### src/dadc_pkg.sv
// Constants, register map and state type of the dual converter control
package dadc_pkg;
  localparam int DATA_W     = 12;
  localparam int PIPE_DEPTH = 3;
  localparam int FILL_W     = 2;
  localparam int CNT_W      = 16;
  localparam int ADDR_W     = 8;

  // Register byte addresses
  localparam logic [ADDR_W-1:0] ADDR_CTRL   = 8'h00;
  localparam logic [ADDR_W-1:0] ADDR_STATUS = 8'h04;

  // Control register fields
  localparam int CTRL_W         = 5;
  localparam int CTRL_OE_A_N    = 0;
  localparam int CTRL_OE_B_N    = 1;
  localparam int CTRL_PDOWN     = 2;
  localparam int CTRL_FORMAT    = 3;
  localparam int CTRL_REFSEL    = 4;
  localparam logic [CTRL_W-1:0] CTRL_RESET = 5'h03;

  // Status register fields
  localparam int STAT_W         = 8;
  localparam int STAT_VALID_A   = 0;
  localparam int STAT_VALID_B   = 1;
  localparam int STAT_PDOWN     = 2;
  localparam int STAT_RECOVER   = 3;
  localparam int STAT_SETTLING  = 4;
  localparam int STAT_STALL_HIT = 5;
  localparam int STAT_SLOW      = 6;
  localparam int STAT_EXT_REF   = 7;

  // Two's complement is offset binary with the sign bit inverted
  localparam logic [DATA_W-1:0] SIGN_FLIP = 12'h800;
  localparam logic [DATA_W-1:0] WORD_IDLE = 12'h000;

  // Timing
  localparam int CLK_MHZ           = 20;
  localparam int RECOVER_US        = 500;
  localparam int RECOVER_CYCLES    = RECOVER_US * CLK_MHZ;
  localparam int FMT_SETTLE_CYCLES = 4;
  localparam int STALL_CYCLES      = 64;

  typedef enum logic [1:0] {
    DADC_RUN,
    DADC_POWERED_DOWN,
    DADC_RECOVER
  } dadc_state_type;
endpackage

### src/dadc_channel.sv
// One converter channel: pipeline, output coding and three-state drive
`timescale 1ns/10ps
module dadc_channel (
  // Clock and reset
  input  wire logic                       clk_in,
  input  wire logic                       rst_in,
  // Pipeline control
  input  wire logic                       advance_in,
  input  wire logic                       flush_in,
  input  wire logic                       format_in,
  input  wire logic                       enable_n_in,
  input  wire logic [dadc_pkg::DATA_W-1:0] raw_in,
  // Output pins and state
  output logic      [dadc_pkg::DATA_W-1:0] data_out,
  output logic                            data_oe_out,
  output logic                            filled_out
);
  import dadc_pkg::*;

  logic [DATA_W-1:0] stage [PIPE_DEPTH];
  logic [FILL_W-1:0] fill;
  wire  [DATA_W-1:0] last_word = stage[PIPE_DEPTH-1];
  wire  [DATA_W-1:0] next_data = format_in ? (last_word ^ SIGN_FLIP)
                                           : last_word;
  wire               full      = (fill == FILL_W'(PIPE_DEPTH));

  // Converts on every strobe whatever the enable says
  always_ff @(posedge clk_in or posedge rst_in) begin
    if (rst_in) begin
      for (int i = 0; i < PIPE_DEPTH; i++) stage[i] <= WORD_IDLE;
      fill     <= '0;
      data_out <= WORD_IDLE;
    end else if (flush_in) begin
      // Samples in flight are lost across power-down
      for (int i = 0; i < PIPE_DEPTH; i++) stage[i] <= WORD_IDLE;
      fill     <= '0;
      data_out <= WORD_IDLE;
    end else if (advance_in) begin
      stage[0] <= raw_in;
      for (int i = 1; i < PIPE_DEPTH; i++) stage[i] <= stage[i-1];
      if (!full) fill <= fill + 1'b1;
      data_out <= next_data;
    end
  end

  assign data_oe_out = !enable_n_in;
  assign filled_out  = full;
endmodule

### src/dadc_control.sv
// Digital control of a dual pipelined converter with an APB register port
`timescale 1ns/10ps
module dadc_control #(
  parameter int unsigned RECOVER_LIMIT = dadc_pkg::RECOVER_CYCLES
) (
  // Clock and reset
  input  wire logic                        CLK_IN,
  input  wire logic                        RST_IN,
  // APB slave
  input  wire logic                        PSEL_IN,
  input  wire logic                        PENABLE_IN,
  input  wire logic                        PWRITE_IN,
  input  wire logic [dadc_pkg::ADDR_W-1:0] PADDR_IN,
  input  wire logic [31:0]                 PWDATA_IN,
  output logic      [31:0]                 PRDATA_OUT,
  output logic                             PREADY_OUT,
  output logic                             PSLVERR_OUT,
  // Converter core
  input  wire logic                        SAMPLE_STROBE_IN,
  input  wire logic [dadc_pkg::DATA_W-1:0] RAW_A_IN,
  input  wire logic [dadc_pkg::DATA_W-1:0] RAW_B_IN,
  output logic                             POWER_DOWN_OUT,
  output logic                             REFERENCE_SELECT_OUT,
  // Output pins
  output logic      [dadc_pkg::DATA_W-1:0] DATA_A_OUT,
  output logic                             DATA_A_OE_OUT,
  output logic      [dadc_pkg::DATA_W-1:0] DATA_B_OUT,
  output logic                             DATA_B_OE_OUT,
  output logic                             VALID_A_OUT,
  output logic                             VALID_B_OUT
);
  import dadc_pkg::*;

  dadc_state_type    state;
  dadc_state_type    next_state;
  logic [CTRL_W-1:0] ctrl;
  logic              format_prev;
  logic [CNT_W-1:0]  recover_cnt;
  logic [CNT_W-1:0]  settle_cnt;
  logic [CNT_W-1:0]  gap_cnt;
  logic              stall_hit;
  logic [31:0]       rdata;

  // Bus decode
  wire setup_phase = PSEL_IN && !PENABLE_IN;
  wire access      = PSEL_IN && PENABLE_IN;
  wire hit_ctrl    = (PADDR_IN == ADDR_CTRL);
  wire hit_status  = (PADDR_IN == ADDR_STATUS);
  wire mapped      = hit_ctrl || hit_status;
  wire wr_ctrl     = access && PWRITE_IN && hit_ctrl;
  wire wr_status   = access && PWRITE_IN && hit_status;

  // Control levels
  wire pd_request  = ctrl[CTRL_PDOWN];
  wire format_sel  = ctrl[CTRL_FORMAT];
  wire ref_sel     = ctrl[CTRL_REFSEL];
  wire [1:0] enable_n = {ctrl[CTRL_OE_B_N], ctrl[CTRL_OE_A_N]};

  wire [CNT_W-1:0] recover_top = CNT_W'(RECOVER_LIMIT - 1);
  wire [CNT_W-1:0] stall_top   = CNT_W'(STALL_CYCLES);
  wire [CNT_W-1:0] settle_top  = CNT_W'(FMT_SETTLE_CYCLES);
  wire powered_down = (state == DADC_POWERED_DOWN);
  wire recovering   = (state == DADC_RECOVER);
  wire clock_slow   = (gap_cnt >= stall_top);
  wire settling     = (settle_cnt != '0);
  wire format_edge  = (format_sel != format_prev);
  wire advance      = SAMPLE_STROBE_IN && !powered_down;

  // Power state sequencing
  always_comb begin
    next_state = state;
    case (state)
      DADC_RUN:
        if (pd_request) next_state = DADC_POWERED_DOWN;
      DADC_POWERED_DOWN:
        if (!pd_request) next_state = DADC_RECOVER;
      DADC_RECOVER:
        if (pd_request) next_state = DADC_POWERED_DOWN;
        else if (recover_cnt == recover_top) next_state = DADC_RUN;
      default:
        next_state = DADC_POWERED_DOWN;
    endcase
  end

  always_ff @(posedge CLK_IN or posedge RST_IN) begin
    if (RST_IN) state <= DADC_RUN;
    else        state <= next_state;
  end

  always_ff @(posedge CLK_IN or posedge RST_IN) begin
    if (RST_IN)          recover_cnt <= '0;
    else if (recovering) recover_cnt <= recover_cnt + 1'b1;
    else                 recover_cnt <= '0;
  end

  // Format change blanks the words already in flight
  always_ff @(posedge CLK_IN or posedge RST_IN) begin
    if (RST_IN) begin
      format_prev <= 1'b0;
      settle_cnt  <= '0;
    end else begin
      format_prev <= format_sel;
      if (format_edge)   settle_cnt <= settle_top;
      else if (settling) settle_cnt <= settle_cnt - 1'b1;
    end
  end

  // Strobe gap watch; stall_hit is write-one-to-clear, a new hit wins
  always_ff @(posedge CLK_IN or posedge RST_IN) begin
    if (RST_IN) begin
      gap_cnt   <= '0;
      stall_hit <= 1'b0;
    end else begin
      if (SAMPLE_STROBE_IN) gap_cnt <= '0;
      else if (!clock_slow) gap_cnt <= gap_cnt + 1'b1;
      if (clock_slow) stall_hit <= 1'b1;
      else if (wr_status && PWDATA_IN[STAT_STALL_HIT]) stall_hit <= 1'b0;
    end
  end

  always_ff @(posedge CLK_IN or posedge RST_IN) begin
    if (RST_IN)       ctrl <= CTRL_RESET;
    else if (wr_ctrl) ctrl <= PWDATA_IN[CTRL_W-1:0];
  end

  // Channels
  logic [DATA_W-1:0] chan_data [2];
  logic [1:0]        chan_oe;
  logic [1:0]        chan_filled;
  logic [1:0]        chan_valid;
  wire  [DATA_W-1:0] chan_raw  [2];
  assign chan_raw[0] = RAW_A_IN;
  assign chan_raw[1] = RAW_B_IN;

  for (genvar c = 0; c < 2; c++) begin : g_chan
    dadc_channel u_chan (
      .clk_in      (CLK_IN),
      .rst_in      (RST_IN),
      .advance_in  (advance),
      .flush_in    (powered_down),
      .format_in   (format_sel),
      .enable_n_in (enable_n[c]),
      .raw_in      (chan_raw[c]),
      .data_out    (chan_data[c]),
      .data_oe_out (chan_oe[c]),
      .filled_out  (chan_filled[c])
    );
    // Valid needs enable low and a settled, running converter
    assign chan_valid[c] = !enable_n[c] && !pd_request
                        && (state == DADC_RUN) && chan_filled[c]
                        && !settling && !clock_slow;
  end

  assign DATA_A_OUT    = chan_data[0];
  assign DATA_B_OUT    = chan_data[1];
  assign DATA_A_OE_OUT = chan_oe[0];
  assign DATA_B_OE_OUT = chan_oe[1];
  assign VALID_A_OUT   = chan_valid[0];
  assign VALID_B_OUT   = chan_valid[1];
  assign POWER_DOWN_OUT       = powered_down;
  assign REFERENCE_SELECT_OUT = ref_sel;

  // Register read mux
  wire [STAT_W-1:0] status = {ref_sel, clock_slow, stall_hit, settling,
                              recovering, powered_down, chan_valid};
  assign rdata = hit_ctrl   ? {{(32-CTRL_W){1'b0}}, ctrl} :
                 hit_status ? {{(32-STAT_W){1'b0}}, status} : 32'h0;

  // Read data captured in the setup cycle; zero-wait access
  always_ff @(posedge CLK_IN or posedge RST_IN) begin
    if (RST_IN)           PRDATA_OUT <= 32'h0;
    else if (setup_phase) PRDATA_OUT <= rdata;
  end

  assign PREADY_OUT  = 1'b1;
  assign PSLVERR_OUT = access && !mapped;
endmodule

### config.mk
export PLATFORM = sky130hd
export DESIGN_NAME = dadc_control
export DESIGN_NICKNAME = d
export VERILOG_FILES = /design/src/dadc_pkg.sv /design/src/dadc_channel.sv /design/src/dadc_control.sv
export SDC_FILE = /design/constraint.sdc
export NUM_CORES = 1
export LEC_CHECK = 0
export ABC_AREA = 1
export BUFFER_PORTS_ARGS = -buffer_cell sky130_fd_sc_hd__buf_4
export CORE_ASPECT_RATIO = 1.5
export CORE_MARGIN = 4
export CORE_UTILIZATION = 40
export CTS_BUF_LIST = sky130_fd_sc_hd__clkbuf_16
export DETAILED_ROUTE_END_ITERATION = 10
export PLACE_DENSITY = 0.71
export SLEW_MARGIN = 20
export SYNTH_ARGS = -nofsm -noshare
export SYNTH_HDL_FRONTEND = slang
export SYNTH_HIERARCHICAL = 1
export SYNTH_SLANG_ARGS = --single-unit
### constraint.sdc
create_clock -name CLK_IN -period 2.5 [get_ports CLK_IN]
set_input_delay 0.5 -clock CLK_IN [delete_from_list [all_inputs] [get_ports CLK_IN]]
set_output_delay 0.5 -clock CLK_IN [all_outputs]
set_load 0.03 [all_outputs]
Word-level counts from Yosys, hierarchy flattened
Cells that the tools add are included.
{"block": "totals", "regBits": 189, "in_bits": 70, "elab_cells": 105, "output_inout_bits": 64}
{"block": "classes", "muxes": 30, "addsub": 5, "order_cmp": 1, "bitwise_logic": 2, "n_eq_ne": 13, "reduce_logical": 36}
{"cell": "36-bit 2-to-1 mux", "n": 4}
{"cell": "16-bit 2-to-1 mux", "n": 5}
{"cell": "12-bit 2-to-1 mux", "n": 6}
{"cell": "16-bit by 1-bit adder with 16-bit output (second input constant)", "n": 2}
{"cell": "2-bit 2-to-1 mux", "n": 10}
{"cell": "1-bit logical AND", "n": 18}
{"cell": "16-bit by 14-bit == test with 1-bit output (second input constant)", "n": 1}
{"cell": "16-bit by 7-bit >= comparator with 1-bit output (second input constant)", "n": 1}
{"cell": "8-bit 2-to-1 mux", "n": 2}
{"cell": "16-bit nonzero test", "n": 1}
{"cell": "16-bit by 1-bit subtractor with 16-bit output (second input constant)", "n": 1}
{"cell": "2-bit inequality test (second input constant)", "n": 5}
{"cell": "8-bit by 3-bit == test with 1-bit output (second input constant)", "n": 1}
{"cell": "1-bit zero test", "n": 8}
{"cell": "8-bit zero test", "n": 1}
{"cell": "2-bit == test (second input constant)", "n": 3}
{"cell": "2-bit case mux with 3 select lines", "n": 1}
{"cell": "2-bit nonzero test", "n": 3}
{"cell": "2-bit by 1-bit adder with 2-bit output (second input constant)", "n": 2}
{"cell": "2-bit AND reduction", "n": 2}
{"cell": "3-bit by 2-bit inequality test with 1-bit output (second input constant)", "n": 1}
{"cell": "3-bit AND reduction", "n": 1}
{"cell": "2-bit by 1-bit == test with 1-bit output (second input constant)", "n": 1}
{"cell": "2-bit zero test", "n": 1}
{"cell": "other kinds (4)", "n": 6}

Depth between registers and ports, before layout
{"block": "logic_depth", "word_depth": 8, "mapped_depth": 11, "depth_no_buf": 11}

By module
The synthesis kept the hierarchy.
{"mod": "dadc_channel", "area_each_um2": 1981.9, "cells_each": 213, "seq_area_each_um2": 1251.2, "n_inst": 2}
{"mod": "dadc_control", "area_each_um2": 3664.8, "cells_each": 482, "seq_area_each_um2": 1629.1, "n_inst": 1}

Least setup slack after synthesis
Ideal clock, no wire load.
{"block": "synth_timing", "kind": "reg-to-reg", "from": "register state[0]", "to": "register g_chan[0].u_chan.stage (netlist bit g_chan[0].u_chan/last_word[0])", "path_slack_ns": -0.221, "required_time_ns": 2.383, "arrival_time_ns": 2.603, "path_buffers": 1, "synth_period_minus_slack_ns": 2.721, "setup_time_ns": 0.117, "stages_incl_launch_ff": 9, "path_cell_list": "dfrtp_1 inv_1 nor2_1 nor2_1 inv_2 nor2_4 buf_6 nand2_1 o21ai_2"}
{"block": "synth_between", "elab_chain_len": 4, "elab_cells_between_ends": 5, "classes_between": "eq/ne (1); mux (1); reduce/logical (3)"}
{"item": "start: declaration", "line": "dadc_control.sv:34", "source": "dadc_state_type state;"}
{"item": "start signal: assignment", "line": "dadc_control.sv:87", "source": "else state <= next_state;"}
{"item": "2-bit by 1-bit == test with 1-bit output", "line": "dadc_control.sv:62", "source": "wire powered_down = (state == DADC_POWERED_DOWN);"}
{"item": "named net POWER_DOWN_OUT", "line": "dadc_control.sv:22", "source": "output logic POWER_DOWN_OUT,"}
{"item": "1-bit zero test", "line": "dadc_control.sv:67", "source": "wire advance = SAMPLE_STROBE_IN && !powered_down;"}
{"item": "1-bit logical AND", "line": "dadc_control.sv:67"}
{"item": "named net advance", "line": "dadc_control.sv:67"}
{"item": "2-bit nonzero test (no source line)"}
{"item": "end: declaration", "line": "dadc_channel.sv:20", "source": "logic [DATA_W-1:0] stage [PIPE_DEPTH];"}
The timed path passes the listed nets, and every way through them passes these cells.
A chain may end at the register's enable or synchronous reset.

Worst setup path after layout
{"block": "layout_timing", "from": "register settle_cnt[0]", "to": "output port VALID_A_OUT"}
{"block": "layout_between", "elab_chain_len": 4}
{"item": "start: declaration", "line": "dadc_control.sv:39", "source": "logic [CNT_W-1:0] settle_cnt;"}
{"item": "start signal: assignment", "line": "dadc_control.sv:103", "source": "if (format_edge) settle_cnt <= settle_top;"}
{"item": "start signal: assignment", "line": "dadc_control.sv:104", "source": "else if (settling) settle_cnt <= settle_cnt - 1'b1;"}
{"item": "16-bit nonzero test", "line": "dadc_control.sv:65", "source": "wire settling = (settle_cnt != '0);"}
{"item": "1-bit zero test", "line": "dadc_control.sv:151", "source": "&& !settling && !clock_slow;"}
{"item": "1-bit logical AND (2 in series)", "line": "dadc_control.sv:151"}
{"item": "end: declaration", "line": "dadc_control.sv:29", "source": "output logic VALID_A_OUT,"}
No other way between the ends.

==> impl_metrics.env <==
export IMPL_status="finished, final reports clean"
export IMPL_cp_cell_sequence="inv_2 -> ha_4 -> inv_2 -> nor2_1 -> nand2_1 -> nor2_2 -> nand3_2 -> nor3b_2 -> buf_4"
export IMPL_worst_slack_ps=90.4
export IMPL_fp_dieH_um=177
export IMPL_core_area_um2=18600
export IMPL_cp_buffers_inverters=3
export IMPL_ys_top_cells_by_area="dfrtp_1 53%, nand2_1 15%, inv_1 4.7%, nor2_1 4.3%, nand3_1 3.6%"
export IMPL_clk_path_buf_depth=2
export IMPL_fin_crit_sh_pct=96.4
export IMPL_vdd_drop_max_uv=421
export IMPL_ys_ff_latch=165
export IMPL_finalHoldViolCount=0
export IMPL_cp_max_fo=4
export IMPL_drc=0
export IMPL_slowest_delay_ps=400
export IMPL_hold_ws_ps=104
export IMPL_num_antenna_cells=0
export IMPL_rows=61
export IMPL_port_buffers=82
export IMPL_dr_pass1_iters=4
export IMPL_fin_setup_tns_ps=0
export IMPL_crit_family="simple AND/OR/NAND/NOR gates"
export IMPL_synth_compound_area_share_pct=5.94
export IMPL_die_area_um2=21400
export IMPL_start_kind="flip-flop"
export IMPL_synth_edf_count=0
export IMPL_chipWidth_um=121
export IMPL_grt_pass1_vias=5718
export IMPL_endpoint_kind="output pin"
export IMPL_vias=5868
export IMPL_most_common_layout_cells="310 x nand2_1, 163 x dfrtp_1, 95 x buf_4"
export IMPL_start_util_pct=41.0
export IMPL_htree_levels=4
export IMPL_synth_cell_type_count=37
export IMPL_post_drt_via_cell_ratio=4.63
export IMPL_root_buffer="clkbuf_16"
export IMPL_grt_max_degree=49
export IMPL_fin_nets=1079
export IMPL_fmax_ghz=0.415
export IMPL_synthFlopType="dfrtp_1"
export IMPL_avgSynthCellArea_um2=8.40
export IMPL_grt_util_all_layers_pct=15.7
export IMPL_synth_warnings=6
export IMPL_grt_setup_unrepaired="true"
export IMPL_path_clk_slew_ps=70
export IMPL_slew_headroom_pct=45.5
export IMPL_fin_total_pwr_mw=7.29
export IMPL_drive_gt1_share_pct=19.3
export IMPL_routedWlPerCell_um=12.4
export IMPL_finClkSkew_ps=9.99
export IMPL_fin_util_pct=48.5
export IMPL_syn_instance_count=908
export IMPL_synth_xor_area_share_pct=0.787
export IMPL_worstPathArrival_ps=1910
export IMPL_synth_top_area_share_pct=53.5
export IMPL_yosys_mux_area_fraction_pct=0
export IMPL_detail_route_antenna_nets=0
export IMPL_tightest_slew_ps=815
export IMPL_fin_crit_ps=2410
export IMPL_crit_required_ps=2000
export IMPL_wirelength_um=15700
export IMPL_dpl_hpwl_um=11000
export IMPL_finalMaxSlewViolations=0
export IMPL_p_leak_nw=4.61
export IMPL_final_common_cell="nand2_1"
export IMPL_path_class="reg2out"
export IMPL_synth_top_family_by_area="simple AND/OR/NAND/NOR gates"
export IMPL_synth_simple_area_share_pct=28.3
export IMPL_drv_cap=0
export IMPL_powerDensity_nw_per_um2=806
export IMPL_ys_async_sr_fraction_pct=100
export IMPL_syn_to_final_growth_pct=18.5
export IMPL_finalSetupViolCount=0
export IMPL_pre_cts_slack_ps=368
export IMPL_gp_congestion=0.870
export IMPL_synth_fa_ha_area_share_pct=1.15
export IMPL_crit_top_cell="inv_2"
export IMPL_ys_seq_area_share_pct=54.2
export IMPL_antenna_found_initial=0
export IMPL_overflow=0
export IMPL_cp_slowest_cell="dfrtp_1"
export IMPL_io_pins=134
export IMPL_clkLatencyLatePin_ps=430
export IMPL_drt_iter0_drc=385
export IMPL_yosys_area_top_type="dfrtp_1"
export IMPL_grt_pass1_wl_um=26900
export IMPL_synth_area_um2=7630
export IMPL_tritoncts="built"
export IMPL_cts_buffers=17
export IMPL_cts_sinks=165
export IMPL_min_path_type="in2async"
cell families after synthesis:
group                    count (synthesis)
AO/OA/AOI/OAI                           77
XOR/XNOR                                 6
adder cells (fa/ha/maj)                  7
buffers and inverters                  149
flip-flops                             165
other                                    2
AND/OR/NAND/NOR                        502
layout make-up:
cell class              instances  area (um2)
clock buffers                  17         425
clock inverters                15         145
fillers                      1824        9590
inverters                     104         390
multi-input cells             617        2880
flip-flops and latches        165        4130
well taps                     252         315
repair buffers                 97         753
sequential cells by signal, indices dropped and copies added, names as in the netlist:
signal / count
PRDATA_OUT: 8
state: 2
settle_cnt: 16
recover_cnt: 16
stall_hit: 1
ctrl: 5
g_chan.u_chan/stage: 48
g_chan.u_chan/data_out: 24
format_prev: 1
g_chan.u_chan/fill: 4
gap_cnt: 16
g_chan.u_chan/last_word: 24
cells in the mapped netlist (6+ instances only):
| cell type | instances |
|---|---|
| buf_6 | 8 |
| nand3_1 | 55 |
| nor2_4 | 6 |
| ha_1 | 7 |
| o21ai_0 | 48 |
| nand2_1 | 310 |
| nor3_1 | 7 |
| nor2_2 | 6 |
| buf_4 | 27 |
| a21oi_1 | 8 |
| inv_1 | 95 |
| nand4_1 | 9 |
| o21ai_2 | 13 |
| buf_2 | 9 |
| nor2_1 | 88 |
| inv_2 | 9 |
| dfrtp_1 | 163 |
where the power goes:
group / internal, mW / total (mW) / switching [mW]
clock: 1.40 / 2.54 / 1.14
sequential: 3.03 / 3.28 / 0.252
combinational: 0.534 / 1.47 / 0.936
stage by stage:
step,instances,cell area (um2)
detailed placement,1233,8430
finish,1267,9040
floorplan,931,7720
global placement,1233,8430
CTS,1265,9000
global route,1267,9040
routing by layer:
metal | GRT usage (%) | share of wire, %
met1 | 19.3 | 43
met4 | 5.81 | 1.7
met3 | 3.39 | 3.7
met5 | 0 | 0
met2 | 27.0 | 52
path summary, 6_finish.rpt:
check / from / endpoint / slack [ps] / depth (start not counted)
worst max-delay path: settle_cnt[0] / VALID_A_OUT / 90 / 9
worst min-delay path: RST_IN / settle_cnt[7] / 100 / 2
worst max register to register: state[0] / g_chan[1].u_chan/stage[35] / 600 / 7
worst min register to register: recover_cnt[0] / recover_cnt[0] / 470 / 1
max in group asynchronous: RST_IN / g_chan[0].u_chan/last_word[9] / 1630 / 3
min in group CLK_IN: RAW_A_IN[10] / g_chan[0].u_chan/stage[34] / 260 / 3
what timing repair did:
item	CTS	global route
hold buffers	0	0
resized for setup	1	6
pin swaps	0	3
endpoints found under the setup margin	2	2
buffers inserted	0	2
Note: power is estimated with default switching activity, not from simulation.
